## src/hdl/serial_audio_port_regs.vh

```
`ifndef SERIAL_AUDIO_PORT_REGS_VH
`define SERIAL_AUDIO_PORT_REGS_VH

// Register byte addresses. Printed offsets are kept as indexes; the byte address is four times.
`define IN_CTRL_INDEX        12'h81f
`define OUT_CTRL_INDEX       12'h81e
`define IN_CTRL_ADDR         14'h207c
`define OUT_CTRL_ADDR        14'h2078
`define STATUS_ADDR          14'h2080

// Output control fields.
`define OUT_WCLK_POL         13
`define OUT_BCLK_POL         12
`define OUT_MASTER           11
`define OUT_BDIV_HI          10
`define OUT_BDIV_LO          9
`define OUT_WDIV_HI          8
`define OUT_WDIV_LO          7
`define OUT_PULSE            6
`define OUT_TDM              5
`define OUT_MSB_HI           4
`define OUT_MSB_LO           2
`define OUT_LEN_HI           1
`define OUT_LEN_LO           0
`define OUT_CTRL_MASK        16'h3fff
`define OUT_CTRL_RESET       16'h0000

// Input control fields.
`define IN_WCLK_POL          4
`define IN_BCLK_POL          3
`define IN_MODE_HI           2
`define IN_MODE_LO           0
`define IN_CTRL_MASK         8'h1f
`define IN_CTRL_RESET        8'h00

// Input modes.
`define MODE_I2S             3'h0
`define MODE_LJ              3'h1
`define MODE_TDM             3'h2
`define MODE_RJ24            3'h3
`define MODE_RJ20            3'h4
`define MODE_RJ18            3'h5
`define MODE_RJ16            3'h6

// Timing: core clock and the receive sample width.
`define CORE_CLOCK_HZ        49152000
`define MAX_WORD_BITS        24
`define RJ_FRAME_BCLKS       64

`endif

```

## src/hdl/serial_audio_port.v

```verilog
`timescale 1ns/1ps
`include "serial_audio_port_regs.vh"

module serial_audio_port (
   input  wire        clock,
   input  wire        rst_n,
   input  wire        clockEnable,
   input  wire        hsel,
   input  wire [13:0] haddr,
   input  wire [1:0]  htrans,
   input  wire        hwrite,
   input  wire [2:0]  hsize,
   input  wire [31:0] hwdata,
   input  wire        hready,
   output wire [31:0] hrdata,
   output wire        hreadyout,
   output wire        hresp,
   input  wire        inBitClock,
   input  wire        inWordClock,
   input  wire [3:0]  serial_in_lines,
   input  wire        outBitClockIn,
   output wire        outBitClockOut,
   output wire        outBitClockOe_n,
   input  wire        outWordClockIn,
   output wire        outWordClockOut,
   output wire        outWordClockOe_n,
   output wire [3:0]  serial_out_lines,
   input  wire [23:0] txSample,
   output wire [2:0]  txSlot,
   output wire        txRequest,
   input  wire [2:0]  rxReadSlot,
   output wire [23:0] rxReadData,
   output wire        rxFrameDone
);

   // Control registers.
   reg [15:0] outCtrl_reg;
   reg [7:0]  inCtrl_reg;
   reg        busWrite_reg;
   reg [13:0] busAddr_reg;
   reg [31:0] rdata_reg;
   // Receive status is readable over the bus, so it is declared ahead of the bus logic.
   reg [2:0]  rxSlot_reg;
   reg        rxInFrame_reg;

   wire outWclkPol  = outCtrl_reg[`OUT_WCLK_POL];
   wire outBclkPol  = outCtrl_reg[`OUT_BCLK_POL];
   wire outMaster   = outCtrl_reg[`OUT_MASTER];
   wire [1:0] bDiv  = outCtrl_reg[`OUT_BDIV_HI:`OUT_BDIV_LO];
   wire [1:0] wDiv  = outCtrl_reg[`OUT_WDIV_HI:`OUT_WDIV_LO];
   wire outPulse    = outCtrl_reg[`OUT_PULSE];
   wire outTdm      = outCtrl_reg[`OUT_TDM];
   wire [2:0] msbSel = outCtrl_reg[`OUT_MSB_HI:`OUT_MSB_LO];
   wire [1:0] lenSel = outCtrl_reg[`OUT_LEN_HI:`OUT_LEN_LO];
   wire inWclkPol   = inCtrl_reg[`IN_WCLK_POL];
   wire inBclkPol   = inCtrl_reg[`IN_BCLK_POL];
   wire [2:0] inMode = inCtrl_reg[`IN_MODE_HI:`IN_MODE_LO];

   // The slave answers with zero wait states and always OKAY.
   assign hreadyout = 1'b1;
   assign hresp     = 1'b0;
   assign hrdata    = rdata_reg;

   // Idle and busy cycles carry no transfer, so only the upper transfer-type bit is tested.
   wire addrPhase = hsel && hready && htrans[1];

   // Write data arrive one cycle after the address, so the address is held for the data phase.
   always @(posedge clock or negedge rst_n) begin
      if (!rst_n) begin
         busWrite_reg <= 1'b0;
         busAddr_reg  <= 14'h0000;
         outCtrl_reg  <= `OUT_CTRL_RESET;
         inCtrl_reg   <= `IN_CTRL_RESET;
         rdata_reg    <= 32'h00000000;
      end else if (clockEnable) begin
         busWrite_reg <= addrPhase && hwrite;
         if (addrPhase) begin
            busAddr_reg <= haddr;
         end
         if (busWrite_reg && busAddr_reg == `OUT_CTRL_ADDR) begin
            outCtrl_reg <= hwdata[15:0] & `OUT_CTRL_MASK;
         end
         if (busWrite_reg && busAddr_reg == `IN_CTRL_ADDR) begin
            inCtrl_reg <= hwdata[7:0] & `IN_CTRL_MASK;
         end
         if (addrPhase && !hwrite) begin
            case (haddr)
               `OUT_CTRL_ADDR: rdata_reg <= {16'h0000, outCtrl_reg};
               `IN_CTRL_ADDR:  rdata_reg <= {24'h000000, inCtrl_reg};
               `STATUS_ADDR:   rdata_reg <= {28'h0000000, rxSlot_reg, rxInFrame_reg};
               default:        rdata_reg <= 32'h00000000;
            endcase
         end
      end
   end

   // ---- Output clock generation -------------------------------------------------
   // The core clock is modelled as the block clock; dividers count its cycles.
   reg [9:0] divCount_reg;
   wire [3:0] bHalf = (bDiv == 2'h0) ? 4'h8 : (bDiv == 2'h1) ? 4'h4 :
                      (bDiv == 2'h2) ? 4'h2 : 4'h1;
   wire [9:0] wPeriod = (wDiv == 2'h0) ? 10'h3ff : (wDiv == 2'h1) ? 10'h1ff
                                                  : 10'h0ff;
   wire [9:0] bMask = {6'h00, bHalf} - 10'h001;

   always @(posedge clock or negedge rst_n) begin
      if (!rst_n) begin
         divCount_reg <= 10'h000;
      end else if (clockEnable) begin
         divCount_reg <= (divCount_reg >= wPeriod) ? 10'h000 : divCount_reg + 10'h001;
      end
   end

   // Master bit clock falls at count zero, so frame starts line up with falling edges.
   wire [9:0] bitPhase   = divCount_reg & ({bMask[8:0], 1'b1});
   wire       masterBclk = (bitPhase > bMask);
   wire       masterWlvl = divCount_reg > (wPeriod >> 1);
   wire [9:0] bitIndexM  = divCount_reg / {5'h00, bHalf, 1'b0};

   // The pulse is decoded from the counter rather than registered, so its first edge
   // lands on the same core cycle as a bit-clock fall and no frame start is missed while the bit-clock polarity bit is clear.
   wire       masterPulse = (bitIndexM == 10'h000);
   wire       squareOut   = outWclkPol ? masterWlvl : ~masterWlvl;
   wire       pulseLvl    = outWclkPol ? masterPulse : ~masterPulse;
   wire       masterWpin  = outPulse ? pulseLvl : squareOut;

   // Slave mode follows the pins; the output enables stay high until master is set.
   // In master mode the serialiser watches the pin level itself, so polarity and the
   // pulse form move the frame start exactly as an outside listener would see it.
   wire bclkNow = outMaster ? masterBclk : outBitClockIn;
   wire wclkNow = outMaster ? masterWpin : outWordClockIn;
   assign outBitClockOe_n  = ~outMaster;
   assign outWordClockOe_n = ~outMaster;
   assign outBitClockOut   = outMaster & masterBclk;

   // ---- Output serialiser -----------------------------------------------------
   reg        obPrev_reg;
   reg        owPrev_reg;
   reg [9:0]  oBit_reg;
   reg [3:0]  outData_reg;
   reg [23:0] shift_reg [0:3];
   reg [2:0]  txSlot_reg;
   reg        txReq_reg;

   // Change edge per polarity; a frame starts on the word-clock edge that polarity selects.
   wire obChange   = outBclkPol ? (bclkNow && !obPrev_reg) : (!bclkNow && obPrev_reg);
   wire owRise     = wclkNow && !owPrev_reg;
   wire owFall     = !wclkNow && owPrev_reg;
   wire frameStart = outWclkPol ? owRise : owFall;
   wire [4:0] msbDelay = (msbSel == 3'h0) ? 5'd1 : (msbSel == 3'h1) ? 5'd0 :
                         (msbSel == 3'h2) ? 5'd8 : (msbSel == 3'h3) ? 5'd12 : 5'd16;
   wire [4:0] wordLen  = (lenSel == 2'h0) ? 5'd24 : (lenSel == 2'h1) ? 5'd20 : 5'd16;
   // In stereo, slot 0 is the channel on the level where the frame starts.
   wire [9:0] nextBit  = frameStart ? 10'h000 : oBit_reg + 10'h001;
   wire [4:0] inSlot   = nextBit[4:0];
   wire [2:0] slotNum  = outTdm ? nextBit[7:5] : {2'b00, nextBit[5]};
   wire       slotEdge = (inSlot == msbDelay);

   // One bit period after the frame edge, the pulse drops again.
   always @(posedge clock or negedge rst_n) begin
      if (!rst_n) begin
         obPrev_reg   <= 1'b0;
         owPrev_reg   <= 1'b0;
         oBit_reg     <= 10'h3ff;
         outData_reg  <= 4'h0;
         txSlot_reg   <= 3'h0;
         txReq_reg    <= 1'b0;
      end else if (clockEnable) begin
         obPrev_reg <= bclkNow;
         owPrev_reg <= wclkNow;
         txReq_reg  <= 1'b0;
         // The slot is tracked every cycle, so the sample source has a bit period less one core cycle
         // to answer before the shifter loads; a slot chosen at the load would come late.
         txSlot_reg <= slotNum;
         if (obChange) begin
            oBit_reg <= nextBit;
            if (slotEdge) begin
               txReq_reg  <= 1'b1;
            end
         end
         // The line shows the MSB at the load itself and the following bits afterwards,
         // so the MSB appears exactly the selected number of bit clocks after the frame edge.
         if (obChange) begin
            outData_reg <= nextOut;
         end
      end
   end

   // Per-line shifters: load at the MSB position, then shift MSB first, zero after the LSB.
   // Bits below the word length are cleared at the load, so a long sample never leaks.
   wire [23:0] newWord = txSample & ~(24'hffffff >> wordLen);
   wire [3:0]  nextOut;
   genvar line;
   generate
      for (line = 0; line < 4; line = line + 1) begin : txLine
         // In TDM only the first line takes new words; the others run out to zero.
         wire loadHere = slotEdge && (line == 0 || !outTdm);
         assign nextOut[line] = loadHere ? newWord[23] : shift_reg[line][22];
         always @(posedge clock or negedge rst_n) begin
            if (!rst_n) begin
               shift_reg[line] <= 24'h000000;
            end else if (clockEnable && obChange) begin
               if (loadHere) begin
                  shift_reg[line] <= newWord;
               end else begin
                  shift_reg[line] <= {shift_reg[line][22:0], 1'b0};
               end
            end
         end
      end
   endgenerate

   // TDM keeps only the first line active; the other lines sit low.
   assign serial_out_lines = outTdm ? {3'b000, outData_reg[0]} : outData_reg;
   assign txSlot    = txSlot_reg;
   assign txRequest = txReq_reg;

   // The word-clock pin carries the master level only; as a slave it sits low.
   assign outWordClockOut = outMaster & masterWpin;

   // ---- Input deserialiser --------------------------------------------------
   // Input clocks are only ever sampled, never driven.
   reg        ibPrev_reg;
   reg        iwPrev_reg;
   reg [9:0]  iBit_reg;
   reg [23:0] rxShift_reg;
   reg [4:0]  rxCount_reg;
   reg        iwPend_reg;
   reg        rxWrite_reg;
   reg [2:0]  rxWAddr_reg;
   reg [23:0] rxWData_reg;
   reg        rxDone_reg;

   wire inTdm    = (inMode == `MODE_TDM);
   wire inRj     = (inMode >= `MODE_RJ24);
   wire ibSample = inBclkPol ? (!inBitClock && ibPrev_reg) : (inBitClock && !ibPrev_reg);
   wire iwRise   = inWordClock && !iwPrev_reg;
   wire iwFall   = !inWordClock && iwPrev_reg;
   wire iwStart  = inWclkPol ? iwRise : iwFall;
   wire iwAny    = iwRise || iwFall;
   // Right-justified words end on the last bit of a 32-bit half frame, so the MSB waits
   // 32 minus the word length; this only holds with 64 bit clocks to the frame.
   wire [4:0] rjDelay = (inMode == `MODE_RJ24) ? 5'd8 : (inMode == `MODE_RJ20) ? 5'd12 :
                        (inMode == `MODE_RJ18) ? 5'd14 : 5'd16;
   wire [4:0] inDelay = (inMode == `MODE_LJ) ? 5'd0 : inRj ? rjDelay : 5'd1;
   // A word-clock edge seldom falls in the same core cycle as a sample edge, so it is
   // remembered until the next sample edge restarts the bit count.
   wire       frameEvt = inTdm ? iwStart : iwAny;
   wire [9:0] iNext   = (frameEvt || iwPend_reg) ? 10'h000 : iBit_reg + 10'h001;
   // Stereo channel follows the word-clock level and polarity.
   wire       rightCh = inWclkPol ? ~inWordClock : inWordClock;
   wire [2:0] iSlot   = inTdm ? iNext[7:5] : {2'b00, rightCh};
   wire [4:0] iPos    = inTdm ? iNext[4:0] : iNext[4:0];
   wire       iLast   = (iPos == 5'd31);

   always @(posedge clock or negedge rst_n) begin
      if (!rst_n) begin
         ibPrev_reg    <= 1'b0;
         iwPrev_reg    <= 1'b0;
         iBit_reg      <= 10'h3ff;
         rxShift_reg   <= 24'h000000;
         rxCount_reg   <= 5'd0;
         rxSlot_reg    <= 3'h0;
         rxInFrame_reg <= 1'b0;
         iwPend_reg    <= 1'b0;
         rxWrite_reg   <= 1'b0;
         rxWAddr_reg   <= 3'h0;
         rxWData_reg   <= 24'h000000;
         rxDone_reg    <= 1'b0;
      end else if (clockEnable) begin
         ibPrev_reg  <= inBitClock;
         iwPrev_reg  <= inWordClock;
         rxWrite_reg <= 1'b0;
         rxDone_reg  <= 1'b0;
         // The sample edge consumes a pending frame start; otherwise a new edge arms it.
         if (ibSample) begin
            iwPend_reg <= 1'b0;
         end else if (frameEvt) begin
            iwPend_reg <= 1'b1;
         end
         if (ibSample) begin
            iBit_reg      <= iNext;
            rxSlot_reg    <= iSlot;
            rxInFrame_reg <= 1'b1;
            if (iPos == inDelay) begin
               rxShift_reg <= {serial_in_lines[0], 23'h000000};
               rxCount_reg <= 5'd1;
            end else if (rxCount_reg != 5'd0 && rxCount_reg < `MAX_WORD_BITS) begin
               rxShift_reg <= rxShift_reg | ({serial_in_lines[0], 23'h000000} >> rxCount_reg);
               rxCount_reg <= rxCount_reg + 5'd1;
            end
            if (iLast) begin
               rxWrite_reg <= 1'b1;
               rxWAddr_reg <= iSlot;
               rxWData_reg <= rxShift_reg;
               rxCount_reg <= 5'd0;
               rxDone_reg  <= inTdm ? (iSlot == 3'h7) : (iSlot == 3'h1);
            end
         end
      end
   end

   sample_store rxStore (
      .clock       (clock),
      .clockEnable (clockEnable),
      .writeEnable (rxWrite_reg),
      .writeAddr   (rxWAddr_reg),
      .writeData   (rxWData_reg),
      .readAddr    (rxReadSlot),
      .readData    (rxReadData)
   );

   assign rxFrameDone = rxDone_reg;

endmodule

```

## src/hdl/sample_store.v

```verilog
`timescale 1ns/1ps

// Eight-entry sample memory; read data come out of a register.
module sample_store (
   input  wire        clock,
   input  wire        clockEnable,
   input  wire        writeEnable,
   input  wire [2:0]  writeAddr,
   input  wire [23:0] writeData,
   input  wire [2:0]  readAddr,
   output reg  [23:0] readData
);

   reg [23:0] store [0:7];

   // Storage has no reset; the read register does not need one either.
   always @(posedge clock) begin
      if (clockEnable) begin
         if (writeEnable) begin
            store[writeAddr] <= writeData;
         end
         readData <= store[readAddr];
      end
   end

endmodule

```

## config.mk

```make
export PLATFORM = sky130hd
export DESIGN_NAME = serial_audio_port
export DESIGN_NICKNAME = d
export VERILOG_FILES = /design/src/hdl/serial_audio_port.v /design/src/hdl/sample_store.v
export VERILOG_INCLUDE_DIRS = /design/src /design/src/hdl
export SDC_FILE = /design/constraint.sdc
export NUM_CORES = 1
export LEC_CHECK = 0
export BUFFER_PORTS_ARGS = -buffer_cell sky130_fd_sc_hd__buf_2
export CORE_ASPECT_RATIO = 1.25
export CORE_MARGIN = 2
export CORE_UTILIZATION = 39
export CTS_BUF_LIST = sky130_fd_sc_hd__clkbuf_4
export DETAILED_ROUTE_END_ITERATION = 16
export SLEW_MARGIN = 20
export SYNTH_ARGS = -nofsm -noshare
export SYNTH_HDL_FRONTEND = slang
export SYNTH_HIERARCHICAL = 1
export SYNTH_SLANG_ARGS = --single-unit
```

## constraint.sdc

```tcl
create_clock -name clock -period 14.8 [get_ports clock]
set_input_delay 2.22 -clock clock [delete_from_list [all_inputs] [get_ports clock]]
set_output_delay 2.22 -clock clock [all_outputs]
set_load 0.005 [all_outputs]
```

==> out/metrics.yaml, run 1 <==
status: "finished, final reports clean"
ioPinCount: 163
finalMaxSlewViolations: 0
rsz0062_at_grt: "yes"
p_sw_frac: 0.305
die-area_mm2: 0.0499
synth-main-ff-cell: "edfxtp_1"
power_frac_seq: 0.369
maxCapViolations: 0
total_power_uw: 3670
start_util: 0.396
htreeDepth: 3
p_leak_uw: 0.00922
cp-end-kind: "output pin"
cp.required_ns: 12.58
largest_register_ffs: 192
post-route-period-util: 0.986
overflow: 0
netlist_top_cells_count: "edfxtp_1 (216), dfrtp_1 (177), nand2_1 (130)"
fp.dieH_um: 249
cts_max_path_buffers: 3
grt_pass1_wl_mm: 66.5
period_minus_slack_ns: 14.60
finClkSkew_ns: 0.0475
crit_path_start: "outCtrl_reg[10]$_DFFE_PN0P_"
cts_tree: "built"
via_per_inst: 5.12
antenna_found_initial: 10
synthCells: 1440
use_met3: 0.0478
die_w_um: 200
finalHoldViolCount: 0
pwr-share-comb: 0.349
vias: 12200
async_flop_share: 0.472
synth.distinct_cells: 73
grt_max_degree: 96
top_usage_layer: "met2"
grt_pass1_vias: 12800
finalSetupViolCount: 0
grt.met1_usage: 0.192
switchingPower_uw: 1120
synth_largest_area_cell: "edfxtp_1"
hold_path_startpoint: "iBit_reg[7]$_DFFE_PN1P_"
ctsHoldBuffers: 0
fmax_mhz: 68.5
cts_root_buf: "clkbuf_4"
clkSinkCount: 409
wl_mm: 41.7
avgSynthCellArea_um2: 13.0
vdd.ir_drop.worst_mv: 0.183
drc_errors: 0
fp-row-count: 89
crit_path_top_delay_cell: "dfrtp_1"
ant_nets: 0
worst_path_most_repeated_cell: "ha_1"
synth-seq-area-share: 0.603
use_met2: 0.294
clock_power_share: 0.282
crit_type: "reg -> out"
power_density_mw_per_mm2: 166
clk_pin_slew_ns: 0.07
worstMarginPinSlew_ns: 1.10
yosysTopAreaCellShare: 0.345
p_int_uw: 2550
wl_per_cell_um: 17.5
ys_ff_latch: 409
yosys_warnings: 6
worstPathMaxFanout: 5
initialDrtViolationCount: 506
layout-drive-gt1-share: 0.330
cp_data_arrival_time_ns: 12.38
clkLatencyLatePin_ns: 0.81
holdCritPathClass: "reg -> reg"
slowest_delay_ns: 0.39
syn_area_mm2: 0.0188
critPathLaunchType: "register"
place_hpwl_mm: 25.8
portBuffers: 117
cts_made_buffers: 102
slew_headroom: 0.267
first_pass_iters: 7
finalNetCount: 1804
synth.most_common_cell: "edfxtp_1"
synth_area_leaders: "edfxtp_1 (35%), dfrtp_1 (24%), mux4_2 (5.8%), mux2_2 (4.1%), ha_1 (3.5%)"
synth_edf_count: 216
rr_startpoint: "outCtrl_reg[10]$_DFFE_PN0P_"
design.core.area_mm2: 0.0474
place.gp.congestion: 0.831
area_growth_pct: 17.9
grt_use_total: 0.168
fin_util: 0.467
[worst paths after layout]
check                                       endpoint  slack [ns]  cells after the start
setup reg to reg           shift_reg[52]$_DFFE_PN0P_        1.96                     63
setup / recovery                     outWordClockOut        0.20                     58
hold / removal               iBit_reg[7]$_DFFE_PN1P_        0.48                      2
max in group asynchronous     obPrev_reg$_DFFE_PN0P_       12.12                      2
min in group asynchronous  shift_reg[91]$_DFFE_PN0P_        1.53                      1
hold reg to reg              iBit_reg[7]$_DFFE_PN1P_        0.48                      2
[final cells by class]
cell class / count / area (µm²)
Timing Repair Buffer: 189 / 1150
Clock inverter: 38 / 315
Inverter: 33 / 124
Tap cell: 637 / 797
Multi-Input combinational cell: 925 / 7260
Fill cell: 4365 / 25300
Sequential cell: 409 / 11300
Clock buffer: 153 / 1150
Antenna cell: 3 / 7.51
[routing by layer]
metal  part of all wire  wire [µm]
met1               0.41      17000
met2               0.51      21100
met3              0.060       2510
met4              0.023        964
met5             0.0019         78
[power by group through the flow]
stage               clock, µW  sequential, µW  combinational [µW]
CTS                      1070            1350                1070
detailed placement          0            1380                1030
finish                   1030            1350                1280
floorplan                   0            1350                 752
global placement            0            1370                1010
global route             1130            1370                1420
[cell usage in the layout, fill, tap and decap left out, types with 67 or more instances in the layout]
cell / synthesis / layout
a21oi_1: 88 / 84
buf_2: 9 / 116
buf_4: 26 / 69
clkbuf_4: 0 / 153
dfrtp_1: 177 / 177
edfxtp_1: 216 / 216
mux2_2: 69 / 67
nand2_1: 130 / 127
nor2_1: 102 / 92
o21ai_0: 92 / 82
[what timing repair did]
| action | CTS | global route |
|---|---|---|
| setup buffers | 7 | 21 |
| gates resized for setup | 22 | 54 |
| endpoints found under the setup margin | 1 | 1 |
| pin swaps | 7 | 42 |
[critical path, delay by kind of cell (launching register included)]
kind	cells	cell delay [ns]
compound gates	21	3.83
fa+ha+maj	9	2.39
buf+inv	8	1.12
flops	1	0.39
mux	5	1.34
simple gates	15	2.48
[kinds of logic (layout without fill, tap and decap cells)]
kind of cell | Yosys count | count (layout) | synth area share
AO/OA/AOI/OAI | 278 | 278 | 0.0910
XOR/XNOR | 22 | 22 | 0.0103
adder cells (fa/ha/maj) | 52 | 52 | 0.0346
buffers and inverters | 125 | 413 | 0.0345
flip-flops | 409 | 409 | 0.603
multiplexers | 168 | 168 | 0.129
other | 2 | 24 | 0.000400
AND/OR/NAND/NOR | 384 | 384 | 0.0965
[metrics by stage]
stage	setup slack (ns)	instances	TNS, ns	cell area [µm²]	hold WS, ns
global route	-0.472	2386	-0.472	22100	0.503
global placement	0.260	2164	0	20100	0.456
detailed placement	0.158	2164	0	20100	0.467
CTS	0.00157	2362	0	21700	0.478
floorplan	0.950	1459	0	18900	0.436
finish	0.200	2387	0	22100	0.475
(Power assumes the default switching activity.)
==> run 2, diff against run 1 <==
==> constraint.sdc (replaced) <==
create_clock -name clock -period 16.15 [get_ports clock]
set_input_delay 2.4225 -clock clock [delete_from_list [all_inputs] [get_ports clock]]
set_output_delay 2.4225 -clock clock [all_outputs]
set_load 0.005 [all_outputs]
==> run 2 against run 1 <==
Combinational power shrank 26%. Die area unchanged. Hold slack worse by 0.0011 ns. Clock power decreased by 17%. Sequential power is 8% lower. Cell count shrank 2.4%. Routed wire length down 1.7%. Power shrank 17%. Register-to-register slack better by 0.61 ns. Non-clock buffer count shrank 51. Critical endpoint unchanged. Largest power group unchanged. Highest routed layer unchanged.
==> out/metrics.yaml, run 2 (synthesis results as in run 1) <==
final_common_cell: "edfxtp_1"
largest_register_ffs: 192
cp.required_ns: 13.73
grt_max_degree: 99
worst_path_most_repeated_cell: "ha_1"
vdd.ir_drop.worst_mv: 0.123
cts_made_buffers: 99
worstMarginPinSlew_ns: 1.07
drc_errors: 0
area_growth_pct: 13.9
grt_pass1_wl_mm: 65.9
period_minus_slack_ns: 15.28
power_density_mw_per_mm2: 142
wl_mm: 41.0
layout-drive-gt1-share: 0.296
cp-end-kind: "output pin"
fp-row-count: 89
crit_path_top_delay_cell: "dfrtp_2"
htreeDepth: 3
design.core.area_mm2: 0.0474
place.gp.congestion: 0.861
finalSetupViolCount: 0
finClkSkew_ns: 0.0596
final_cell_mix: "edfxtp_1 (216), dfrtp_1 (175), clkbuf_4 (149)"
wl_per_cell_um: 17.6
fp.dieH_um: 249
overflow: 0
first_pass_iters: 4
crit_type: "reg -> out"
antenna_found_initial: 8
ant_nets: 0
fillers: 4486
cts_max_path_buffers: 3
die_w_um: 200
p_leak_uw: 0.00888
vias: 12000
maxCapViolations: 0
post-route-period-util: 0.946
postLayoutSetupSlackWorst_ns: 0.872
worstPathMaxFanout: 6
finalMaxSlewViolations: 0
design_area_mm2: 0.0214
grt_use_total: 0.166
grt_pass1_vias: 12300
start_util: 0.396
holdWs_ns: 0.474
slew_headroom: 0.286
clk_pin_slew_ns: 0.07
cts_root_buf: "clkbuf_4"
ioPinCount: 163
initialDrtViolationCount: 417
holdCritPathClass: "reg -> reg"
portBuffers: 117
finalHoldViolCount: 0
slowest_delay_ns: 0.41
via_per_inst: 5.15
die-area_mm2: 0.0499
dp_slack_ns: 0.369
clkSinkCount: 409
critPathLaunchType: "register"
cts_tree: "built"
status: "finished, final reports clean"
finalNetCount: 1750
placed_cell_area_mm2: 0.0199
fmax_mhz: 65.5
cp_data_arrival_time_ns: 12.86
place_hpwl_mm: 25.8
clkLatencyLatePin_ns: 0.82
## run 2: through the flow
stage / instances / power [µW] / util / TNS [ns]
finish: 2329 / 3040 / 0.451 / 0
CTS: 2321 / 3030 / 0.448 / 0
detailed placement: 2135 / 2120 / 0.420 / 0
global route: 2328 / 3260 / 0.451 / -0.0810
floorplan: 1459 / 1930 / - / 0
global placement: 2135 / 2100 / 0.420 / 0
## run 2: final timing paths
| check | from | depth (start not counted) | end | slack [ns] |
|---|---|---|---|---|
| max | outCtrl_reg[9]$_DFFE_PN0P_ | 56 | outWordClockOut | 0.87 |
| min | iBit_reg[7]$_DFFE_PN1P_ | 2 | iBit_reg[7]$_DFFE_PN1P_ | 0.47 |
| max reg2reg | outCtrl_reg[9]$_DFFE_PN0P_ | 59 | shift_reg[49]$_DFFE_PN0P_ | 2.57 |
| min reg2reg | iBit_reg[7]$_DFFE_PN1P_ | 2 | iBit_reg[7]$_DFFE_PN1P_ | 0.47 |
| max in group asynchronous | rst_n | 2 | outCtrl_reg[9]$_DFFE_PN0P_ | 13.26 |
| min in group asynchronous | rst_n | 1 | shift_reg[92]$_DFFE_PN0P_ | 1.71 |
## run 2: layout make-up
class,instances,area (µm²),area share
antenna,2,5.00,0.000234
clock buffer,149,1120,0.0523
clock inverter,36,190,0.00889
inverter,33,124,0.00579
multi-input combinational,925,7080,0.331
sequential,409,11300,0.530
tap,637,797,0.0372
timing repair buffer,138,752,0.0351
## run 2: where the power goes
group | total, µW | switching [µW] | leakage, µW | internal, µW
sequential | 1240 | 63.8 | 0.00464 | 1180
combinational | 943 | 485 | 0.00345 | 458
clock | 854 | 412 | 0.000777 | 442
total | 3040 | 961 | 0.00888 | 2080
## run 2: timing repair
action,4_1_cts,5_1_grt
resized for setup,9,29
pin swaps,0,7
endpoints found under the setup margin,1,1
hold buffers,0,0
setup buffers,1,6
## run 2: critical path, delay by kind of cell, from the launching register on
kind / cells / cell delay (ns)
compound gates: 23 / 4.17
mux: 5 / 1.36
buf+inv: 2 / 0.20
fa+ha+maj: 10 / 2.84
flops: 1 / 0.41
simple gates: 16 / 3.02
## run 2: routing by layer
metal	track usage	wire, µm	up-vias
met5	0	67	-
met4	0.0715	1260	12
met3	0.0422	2170	100
met2	0.284	20600	268
met1	0.198	16900	5915
li1	-	-	5697
